<file path="src/logic/gate_spi_pkg.sv">
package gate_spi_pkg;
    localparam int WORD_BITS = 16;
    localparam int CNT_BITS = 16;
    localparam logic [3:0] WORD_MASK = 4'hF;
    localparam int DATA_FILTER_LEN = 3;
    localparam int SELECT_FILTER_LEN = 2;
    localparam logic [15:0] STATUS_RESET = 16'h0000;
    localparam logic [15:0] ERROR_ANSWER_FLAG = 16'h8000;
    localparam logic [15:0] ZERO_WORD = 16'h0000;

    // Odd parity: the whole word must hold an odd number of ones
    function automatic logic odd_ok(input logic [15:0] w);
        odd_ok = ^w;
    endfunction

    // Parity bit that makes bits 15..1 plus the LSB odd
    function automatic logic odd_bit(input logic [14:0] p);
        odd_bit = ~(^p);
    endfunction

    typedef enum logic [1:0] {
        LINK_IDLE = 2'b00,
        LINK_ACTIVE = 2'b01,
        LINK_CHECK = 2'b10
    } link_state_t;
endpackage

</file>
<file path="src/logic/glitch_filter.sv">
`timescale 1ns/1ns
// Two-flop synchroniser then a run-length filter of LEN equal samples
module glitch_filter #(
    parameter int LEN = 3,
    parameter logic INIT = 1'b1
) (
    input wire logic clk_i,
    input wire logic arst_n_i,
    input wire logic pin_i,
    output logic level_o
);
    logic sync_a;
    logic sync_b;
    logic [LEN-1:0] hist;
    wire all_one = &hist;
    wire all_zero = ~(|hist);

    always_ff @(posedge clk_i or negedge arst_n_i) begin
        if (!arst_n_i) begin
            sync_a <= INIT;
            sync_b <= INIT;
            hist <= {LEN{INIT}};
            level_o <= INIT;
        end else begin
            sync_a <= pin_i;
            sync_b <= sync_a;
            hist <= {hist[LEN-2:0], sync_b};
            if (all_one) begin
                level_o <= 1'b1;
            end else if (all_zero) begin
                level_o <= 1'b0;
            end
        end
    end
endmodule

</file>
<file path="src/logic/gate_driver_spi_slave.sv">
`timescale 1ns/1ns
// What this block does
// - Slave only, full duplex; never drives serial clock or select.
// - Select low addresses the device; high means not selected.
// - Deselected: ignore clock and data in, data out high impedance.
// - Select falling loads the answer to the previous request.
// - Each rising clock edge shifts one answer bit out, MSB first.
// - Each falling clock edge captures data in into the input register.
// - On deselect, rise/fall counts must match and be multiples of 16.
// - Consistent counts: check the word; bad word is an error, good is decoded.
// - Clock and data in accepted after three equal samples.
// - Parity bit generated in the LSB of every answer word; chained words pass unchanged.
// - Daisy chaining is supported; frames of a multiple of 65536 bits wrap the counters to zero and fail.
// - Select accepted after two equal samples.
// - Odd parity over 16 bits; check on by default, can be disabled.
// - Answer appears one transfer after its request.
// - First word after power-up is answer_payload_i with its parity bit.
module gate_driver_spi_slave
    import gate_spi_pkg::*;
(
    input wire logic clk_i,
    input wire logic arst_n_i,
    input wire logic select_low_i,
    input wire logic serial_clock_i,
    input wire logic serial_data_in_i,
    input wire logic parity_check_enable_i,
    input wire logic [14:0] primary_status_reg_i,
    input wire logic [14:0] answer_payload_i,
    input wire logic answer_valid_i,
    output logic serial_data_out_o,
    output logic serial_data_out_oe_o,
    output logic [14:0] request_payload_o,
    output logic request_strobe_o,
    output logic serial_error_o
);
    logic sel_n;
    logic sck;
    logic serial_data_in;
    logic sck_prev;
    logic sel_prev;
    link_state_t state;
    link_state_t next_state;
    logic [15:0] out_shift;
    logic [15:0] in_shift;
    logic [15:0] answer_word;
    logic last_error;
    logic [CNT_BITS-1:0] rise_cnt;
    logic [CNT_BITS-1:0] fall_cnt;

    // Only the clock domain sampling of the pins; nothing here is driven out
    glitch_filter #(.LEN(SELECT_FILTER_LEN), .INIT(1'b1)) u_sel (
        .clk_i(clk_i),
        .arst_n_i(arst_n_i),
        .pin_i(select_low_i),
        .level_o(sel_n)
    );
    glitch_filter #(.LEN(DATA_FILTER_LEN), .INIT(1'b1)) u_sck (
        .clk_i(clk_i),
        .arst_n_i(arst_n_i),
        .pin_i(serial_clock_i),
        .level_o(sck)
    );
    glitch_filter #(.LEN(DATA_FILTER_LEN), .INIT(1'b1)) u_sdi (
        .clk_i(clk_i),
        .arst_n_i(arst_n_i),
        .pin_i(serial_data_in_i),
        .level_o(serial_data_in)
    );

    wire selected = ~sel_n;
    wire sel_fall = sel_prev & ~sel_n;
    wire sel_rise = ~sel_prev & sel_n;
    wire sck_rise = selected & ~sck_prev & sck;
    wire sck_fall = selected & sck_prev & ~sck;
    wire counts_ok = (rise_cnt == fall_cnt) && ((rise_cnt[3:0] & WORD_MASK) == 4'h0)
        && (rise_cnt != {CNT_BITS{1'b0}});
    wire parity_ok = odd_ok(in_shift) | ~parity_check_enable_i;
    wire word_ok = counts_ok & parity_ok;
    // Error answers carry the status word with the error flag set
    wire [14:0] err_payload = primary_status_reg_i | ERROR_ANSWER_FLAG[15:1];
    wire [14:0] next_payload = last_error ? err_payload : answer_payload_i;
    wire [15:0] next_answer = {next_payload, odd_bit(next_payload)};

    always_ff @(posedge clk_i or negedge arst_n_i) begin
        if (!arst_n_i) begin
            sck_prev <= 1'b1;
            sel_prev <= 1'b1;
        end else begin
            sck_prev <= sck;
            sel_prev <= sel_n;
        end
    end

    wire start_frame = (state == LINK_IDLE) && sel_fall;
    wire end_frame = (state == LINK_ACTIVE) && sel_rise;
    wire in_frame = (state == LINK_ACTIVE) && !sel_rise;
    wire in_check = (state == LINK_CHECK);
    wire prepare = (state == LINK_IDLE) && !sel_fall;
    wire shift_out = in_frame && sck_rise;
    wire shift_in = in_frame && sck_fall;
    // Clock idles high, so a fall always precedes the rise that forwards its bit
    wire chain_bit = in_shift[0];
    wire [WORD_BITS-1:0] next_out_shift = {out_shift[WORD_BITS-2:0], chain_bit};
    wire [WORD_BITS-1:0] next_in_shift = {in_shift[WORD_BITS-2:0], serial_data_in};

    always_comb begin
        next_state = state;
        unique case (state)
            LINK_IDLE: begin
                if (sel_fall) begin
                    next_state = LINK_ACTIVE;
                end
            end
            LINK_ACTIVE: begin
                if (sel_rise) begin
                    next_state = LINK_CHECK;
                end
            end
            LINK_CHECK: begin
                next_state = LINK_IDLE;
            end
            default: begin
                next_state = LINK_IDLE;
            end
        endcase
    end

    always_ff @(posedge clk_i or negedge arst_n_i) begin
        if (!arst_n_i) begin
            state <= LINK_IDLE;
        end else begin
            state <= next_state;
        end
    end

    always_ff @(posedge clk_i or negedge arst_n_i) begin
        if (!arst_n_i) begin
            out_shift <= ZERO_WORD;
        end else if (start_frame) begin
            out_shift <= answer_word;
        end else if (shift_out) begin
            out_shift <= next_out_shift;
        end
    end

    always_ff @(posedge clk_i or negedge arst_n_i) begin
        if (!arst_n_i) begin
            in_shift <= ZERO_WORD;
        end else if (shift_in) begin
            in_shift <= next_in_shift;
        end
    end

    // MSB stands from select; each rise then shows the following bit
    always_ff @(posedge clk_i or negedge arst_n_i) begin
        if (!arst_n_i) begin
            serial_data_out_o <= 1'b0;
        end else if (start_frame) begin
            serial_data_out_o <= answer_word[WORD_BITS-1];
        end else if (shift_out) begin
            serial_data_out_o <= out_shift[WORD_BITS-2];
        end
    end

    always_ff @(posedge clk_i or negedge arst_n_i) begin
        if (!arst_n_i) begin
            serial_data_out_oe_o <= 1'b0;
        end else if (start_frame) begin
            serial_data_out_oe_o <= 1'b1;
        end else if (end_frame || state == LINK_IDLE) begin
            serial_data_out_oe_o <= 1'b0;
        end
    end

    always_ff @(posedge clk_i or negedge arst_n_i) begin
        if (!arst_n_i) begin
            rise_cnt <= '0;
        end else if (start_frame) begin
            rise_cnt <= '0;
        end else if (shift_out) begin
            rise_cnt <= rise_cnt + 1'b1;
        end
    end

    always_ff @(posedge clk_i or negedge arst_n_i) begin
        if (!arst_n_i) begin
            fall_cnt <= '0;
        end else if (start_frame) begin
            fall_cnt <= '0;
        end else if (shift_in) begin
            fall_cnt <= fall_cnt + 1'b1;
        end
    end

    always_ff @(posedge clk_i or negedge arst_n_i) begin
        if (!arst_n_i) begin
            answer_word <= ZERO_WORD;
            last_error <= 1'b0;
            request_payload_o <= '0;
            request_strobe_o <= 1'b0;
            serial_error_o <= 1'b0;
        end else begin
            request_strobe_o <= 1'b0;
            serial_error_o <= 1'b0;
            if (in_check) begin
                last_error <= ~word_ok;
                serial_error_o <= ~word_ok;
                if (word_ok) begin
                    request_payload_o <= in_shift[WORD_BITS-1:1];
                    request_strobe_o <= 1'b1;
                end
            end else if (prepare) begin
                // Prepared between transfers so it is ready at the next select
                answer_word <= next_answer;
                if (answer_valid_i) begin
                    last_error <= 1'b0;
                end
            end
        end
    end
endmodule

</file>
<file path="config.mk">
export PLATFORM = sky130hd
export DESIGN_NAME = gate_driver_spi_slave
export DESIGN_NICKNAME = d
export VERILOG_FILES = /design/src/logic/gate_spi_pkg.sv /design/src/logic/glitch_filter.sv /design/src/logic/gate_driver_spi_slave.sv
export SDC_FILE = /design/constraint.sdc
export NUM_CORES = 1
export LEC_CHECK = 0
export BUFFER_PORTS_ARGS = -buffer_cell sky130_fd_sc_hd__clkbuf_2
export CAP_MARGIN = 5
export CORE_MARGIN = 2
export CORE_UTILIZATION = 40
export DETAILED_ROUTE_END_ITERATION = 10
export PLACE_DENSITY_LB_ADDON = 0.05
export SLEW_MARGIN = 20
export SYNTH_ARGS = -nofsm -noshare
export SYNTH_HDL_FRONTEND = slang
export SYNTH_SLANG_ARGS = --single-unit
export TNS_END_PERCENT = 30
</file>
<file path="constraint.sdc">
create_clock -name clk_i -period 2.4 [get_ports clk_i]
set_input_delay 0.48 -clock clk_i [delete_from_list [all_inputs] [get_ports clk_i]]
set_output_delay 0.48 -clock clk_i [all_outputs]
set_load 0.005 [all_outputs]
</file>
# [After elaboration in Yosys (flattened, before gate mapping)]
# Cells that the tools add are included.
[word_totals] regBits=120 latch_bits=0 mem_bits_rw=0 mem_bits_ro=0 input_bits=37 out_inout_bits=19 wordCells=109 n_memories=0
[classes] addsub=2 mul=0 n_div=0 magnitude_cmp=0 n_eq_ne=8 shift=0 mux=26 bitwise=16 reduce_logical=31
[ops] op="$mux 16" count=4
[ops] op="$mux 15" count=3
[ops] op="$add 16x1->16 const B" count=2
[ops] op="$eq 16x16->1" count=1
[ops] op="$mux 1" count=16
[ops] op="$reduce_bool 16->1" count=1
[ops] op="$reduce_xor 16->1" count=1
[ops] op="$reduce_xor 15->1" count=1
[ops] op="$reduce_and 2->1" count=5
[ops] op="$reduce_bool 2->1" count=5
[ops] op="$logic_and 1x1->1" count=8
[ops] op="$not 1->1" count=8
[ops] op="$and 1x1->1" count=7
[ops] op="$ne 2x1->1 const B" count=3
[ops] op="$reduce_and 3->1" count=2
[ops] op="$reduce_or 3->1" count=2
[ops] op="$logic_not 4->1" count=1
[ops] op="$mux 2" count=2
[ops] op="$ne 2x2->1 const B" count=2
[ops] op="$pmux 2 s2" count=1
[ops] op="$eq 2x1->1 const B" count=1
[ops] op="$eq 2x2->1 const B" count=1
[ops] op="$logic_not 1->1" count=2
[ops] op="$logic_not 2->1" count=1
[ops] op="other kinds (3)" count=3

# [Logic depth before layout (Yosys ltp)]
[depth] word_depth=7 mapped_depth=8

# [Cells and area by module]
# Synthesis repeated with hierarchy kept, for this count alone.
[hier_totals] hier_cells=526 area_unflattened_um2=5502.8
[by_module_without_submodules] module="gate_driver_spi_slave" instances=1 cells_each=499 area_each_um2=4991.0 seq_area_each_um2=2580.0
[by_module_without_submodules] module="glitch_filter (u_sck ...)" instances=2 cells_each=10 area_each_um2=176.4 seq_area_each_um2=157.7
[by_module_without_submodules] module="glitch_filter (u_sel)" instances=1 cells_each=7 area_each_um2=158.9 seq_area_each_um2=131.4

# [Worst setup path after synthesis]
# OpenSTA, ideal clock, no wires.
[synth_timing] path_kind="register -> register" start="reg rise_cnt[7]" end="reg request_payload_o[10]" t_arrival_ns=1.932 required_time_ns=2.275 setup_slack_ns=0.343 path_stages_with_launch=8 period_less_slack_ns=2.057 path_cell_list="dfrtp_1 > clkbuf_1 > xor2_1 > nor4_1 > nand4_1 > a211oi_4 > buf_6 > mux2_2"
[synth_via] elab_chain_len=5
[synth_rtl] item="start, declared" line_no="gate_driver_spi_slave.sv:47" text="logic [CNT_BITS-1:0] rise_cnt;"
[synth_rtl] item="start signal, assigned" line_no="gate_driver_spi_slave.sv:181" text="rise_cnt <= rise_cnt + 1'b1;"
[synth_rtl] item="$eq 16x16->1" line_no="gate_driver_spi_slave.sv:75" text="wire counts_ok = (rise_cnt == fall_cnt) && ((rise_cnt[3:0] & WORD_MASK) == 4'h0)"
[synth_rtl] item="$logic_and 1x1->1" line_no="gate_driver_spi_slave.sv:75"
[synth_rtl] item="$logic_and 1x1->1 *" line_no="gate_driver_spi_slave.sv:76" text="&& (rise_cnt != {CNT_BITS{1'b0}});"
[synth_rtl] item="$and 1x1->1 *" line_no="gate_driver_spi_slave.sv:78" text="wire word_ok = counts_ok & parity_ok;"
[synth_rtl] item="$reduce_and 2->1 (no source line) *"
[synth_rtl] item="end signal, assigned" line_no="gate_driver_spi_slave.sv:209" text="request_payload_o <= in_shift[WORD_BITS-1:1];"
[synth_rtl] item="end, declared" line_no="gate_driver_spi_slave.sv:32" text="output logic [14:0] request_payload_o,"
# Every way passes the cells marked *; elsewhere a longest branch is shown, timed or not.
# A chain may end at the register's enable or synchronous reset.

# [Worst setup path in the final report]
[layout_timing] start="reg in_shift[9]" end="reg request_payload_o[3]"
[layout_via] elab_chain_len=4
[layout_rtl] item="start, declared" line_no="gate_driver_spi_slave.sv:44" text="logic [15:0] in_shift;"
[layout_rtl] item="start signal, assigned" line_no="gate_driver_spi_slave.sv:150" text="in_shift <= next_in_shift;"
[layout_rtl] item="$reduce_xor 16->1" line_no="gate_spi_pkg.sv:13" text="odd_ok = ^w;"
[layout_rtl] item="$or 1x1->1" line_no="gate_driver_spi_slave.sv:77" text="wire parity_ok = odd_ok(in_shift) | ~parity_check_enable_i;"
[layout_rtl] item="$and 1x1->1" line_no="gate_driver_spi_slave.sv:78"
[layout_rtl] item="$reduce_and 2->1 (no source line)"
# No other way between the ends.

==> results.ini <==
[outcome]
outcome = finished clean

[setup_path]
crit_family = XOR/XNOR gates
arrival_ns = 2.51
critPathMaxFanout = 15
start_kind = flip-flop
cp_num_buf_inv = 1
crit_path_end_kind = flip-flop
cpMostUsedCell = xnor2_1
crit_slowest_cell = dfrtp_1
worst_path_largest_cell_delay_ns = 0.41
required_ns = 2.70
path_cells = xnor2_1 -> xnor2_1 -> xnor2_1 -> xnor2_1 -> a211oi_4 -> buf_12 -> mux2_2
criticalPathCategory = flip-flop to flip-flop

[cells_and_area]
multi_input_area_mm2 = 0.002417
nets = 603
diodes = 0
area_delta_synth_final_pct = 21.10
fillers = 1330
layout-drive-gt1-share_pct = 26.61
regArea_mm2 = 0.003027

[power_and_ir_drop]
power_density_mw_per_mm2 = 987.4
ir_drop_uv = 480.7
p_leak_nw = 3.097

[grt]
grt_pass1_wl_um = 17850
grt_pass1_vias = 3752
antenna_found_initial = 0
grt_max_degree = 66
grt-ovfl-total = 0
track_usage_pct = 15.63

[floorplan]
pin_count = 56
dieHeight_um = 121.8
num_rows = 43
die-area_mm2 = 0.01483
die_width_um = 121.8
start_util_pct = 40.45
core_mm2 = 0.01372

[timing]
slew_headroom_pct = 66.75
worst_pin_slew_ns = 0.4988
min_period_ns = 2.217
finalCritPeriodShare_pct = 92.38
finalSetupViolCount = 0
drv_slew = 0
rsz0062_at_grt = false
fin_ws_ns = 0.1829
fmax_ghz = 0.4510
setup_tns_ns = 0
finalClockSkew_ns = 0.006712
hold_violations = 0

[synthesis]
synth_top_family_by_area = multiplexers
yosysUniqueCellTypes = 34
synth_xor_area_share_pct = 12.31
synth_top_cell_area_share_pct = 45.55
synth_edf_count = 0
synthAdderAreaFrac_pct = 0.9019
synthFlopType = dfrtp_1
synth-compound-area-share_pct = 5.051
ys_seq_elements = 120
syn_inst = 494
synthSimpleGateAreaFrac_pct = 12.31
yosys-top-cells-area = dfrtp_1, dfstp_2, xnor2_1
ys_warn_count = 0
async_reset_ff_share_pct = 100.0
synth_area_leader_cell = dfrtp_1
avgSynthCellArea_um2 = 11.23
netlist_area_mm2 = 0.005549
postSynthNetCount = 535
ys_seq_area_share_pct = 54.54
synthMuxAreaShare_pct = 12.78

[cts]
cts_hold_buf = 0
htree_levels = 4
cts_root_buf = clkbuf_16
cts-buffers-inserted = 17
clockBufferDepth = 2
clock_sinks = 120
clk_latency_ns = 0.41
path_clk_slew_ns = 0.06
cts_tree = done

[routing]
wirelength_um = 10350
num_vias = 3615
wl_per_cell_um = 13.71
first_pass_iters = 4
drtIter0Drc = 213
via_per_inst = 4.788
drc = 0
drtAntennaViolNets = 0

[place]
place_ws_ns = 0.2119
port_buffers = 54
hpwl_um = 7151
gp_congestion = 0.7795

[min_path]
hp-class = primary input to asynchronous set/reset pin

[run]
drv_cap = 0

## registers in the layout (all words and copies together) (netlist names), 2 cells and up
register           flops
u_sdi.hist             3
in_shift              16
fall_cnt              16
rise_cnt              16
out_shift             15
answer_word           16
u_sel.hist             2
state                  2
request_payload_o     15
u_sck.hist             3
## cell families (layout without fill, tap and decap cells)
family | count (synthesis) | after routing
XOR/XNOR | 78 | 78
AND/OR/NAND/NOR | 145 | 145
flip-flops | 120 | 120
AO/OA/AOI/OAI | 52 | 52
buffers and inverters | 28 | 109
adder cells (fa/ha/maj) | 4 | 4
multiplexers | 67 | 67
## Yosys cell counts (2+ instances only)
| cell type | count |
|---|---|
| xor2_1 | 33 |
| and4_1 | 2 |
| xnor2_1 | 45 |
| mux2_2 | 31 |
| nor3_1 | 3 |
| ha_1 | 4 |
| a21oi_1 | 9 |
| buf_2 | 3 |
| o21ai_0 | 40 |
| dfstp_2 | 19 |
| or3_1 | 3 |
| nor4_1 | 5 |
| mux2i_1 | 36 |
| nand2b_1 | 3 |
| dfrtp_1 | 101 |
| nand4_1 | 12 |
| nand3_1 | 13 |
| and3_1 | 7 |
| nor2_1 | 38 |
| and2_1 | 2 |
| nand2_1 | 51 |
| clkbuf_1 | 15 |
| inv_1 | 8 |
## path summary, 6_finish.rpt
check,start,end,slack (ns),depth (start not counted)
worst max-delay path,in_shift[9],request_payload_o[3],0.18,7
worst min-delay path,arst_n_i,request_payload_o[8],0.03,1
worst max register to register,in_shift[9],request_payload_o[3],0.18,7
worst min register to register,u_sdi.sync_b,u_sdi.hist[0],0.36,0
max in group asynchronous,arst_n_i,sck_prev,1.63,2
min in group clk_i,select_low_i,u_sel.sync_a,0.14,1
## final cells by class
type                    count  share of cell area [%]
clock buffers              21                   6.703
flip-flops and latches    120                   45.04
well taps                 180                   3.351
repair buffers             69                   6.293
multi-input cells         346                   35.97
clock inverters            11                   2.197
inverters                   8                  0.4468
## stage by stage
step | utilization, % | instances | hold WS (ns) | instance area (um2) | power, W
after floorplan | - | 494 | 0.1844 | 5549 | 0.003751
after global placement | 44.52 | 722 | 0.3462 | 6108 | 0.004112
after detailed placement | 44.52 | 722 | 0.3484 | 6108 | 0.004146
after CTS | 48.88 | 754 | 0.03169 | 6706 | 0.006745
after global routing | 48.98 | 755 | 0.05273 | 6720 | 0.007096
final | 48.98 | 755 | 0.03278 | 6720 | 0.006636
## where the power goes
part	total [W]	internal (W)	switching, W
logic	0.00136	0.000669	0.000691
clock network	0.00255	0.00166	0.000893
registers	0.00272	0.00242	0.000306
## routing by layer
layer,track usage (%),vias up,routed length (um)
met5,0,-,0
met2,23.88,68,4821
met3,5.150,17,467
met1,20.22,1716,4900
li1,-,1814,-
met4,7.040,0,164
## what timing repair did
action,CTS,global route
endpoints found under the hold margin,0,0
endpoints found under the setup margin,0,15
gates resized for setup,0,1
setup buffers,0,1
## cell usage in the layout (no fill, tap or decap), drive strengths merged, types with 4 or more instances in the layout
master	instances
nand4	12
buf	16
dfstp	19
mux2i	36
clkbuf	74
mux2	31
xor2	33
dfrtp	101
clkinv	6
nand3	13
inv	9
o21ai	40
nor2	38
a21oi	9
nand2	51
ha	4
nor4	5
xnor2	45
and3	7
(Power assumes the default switching activity.)
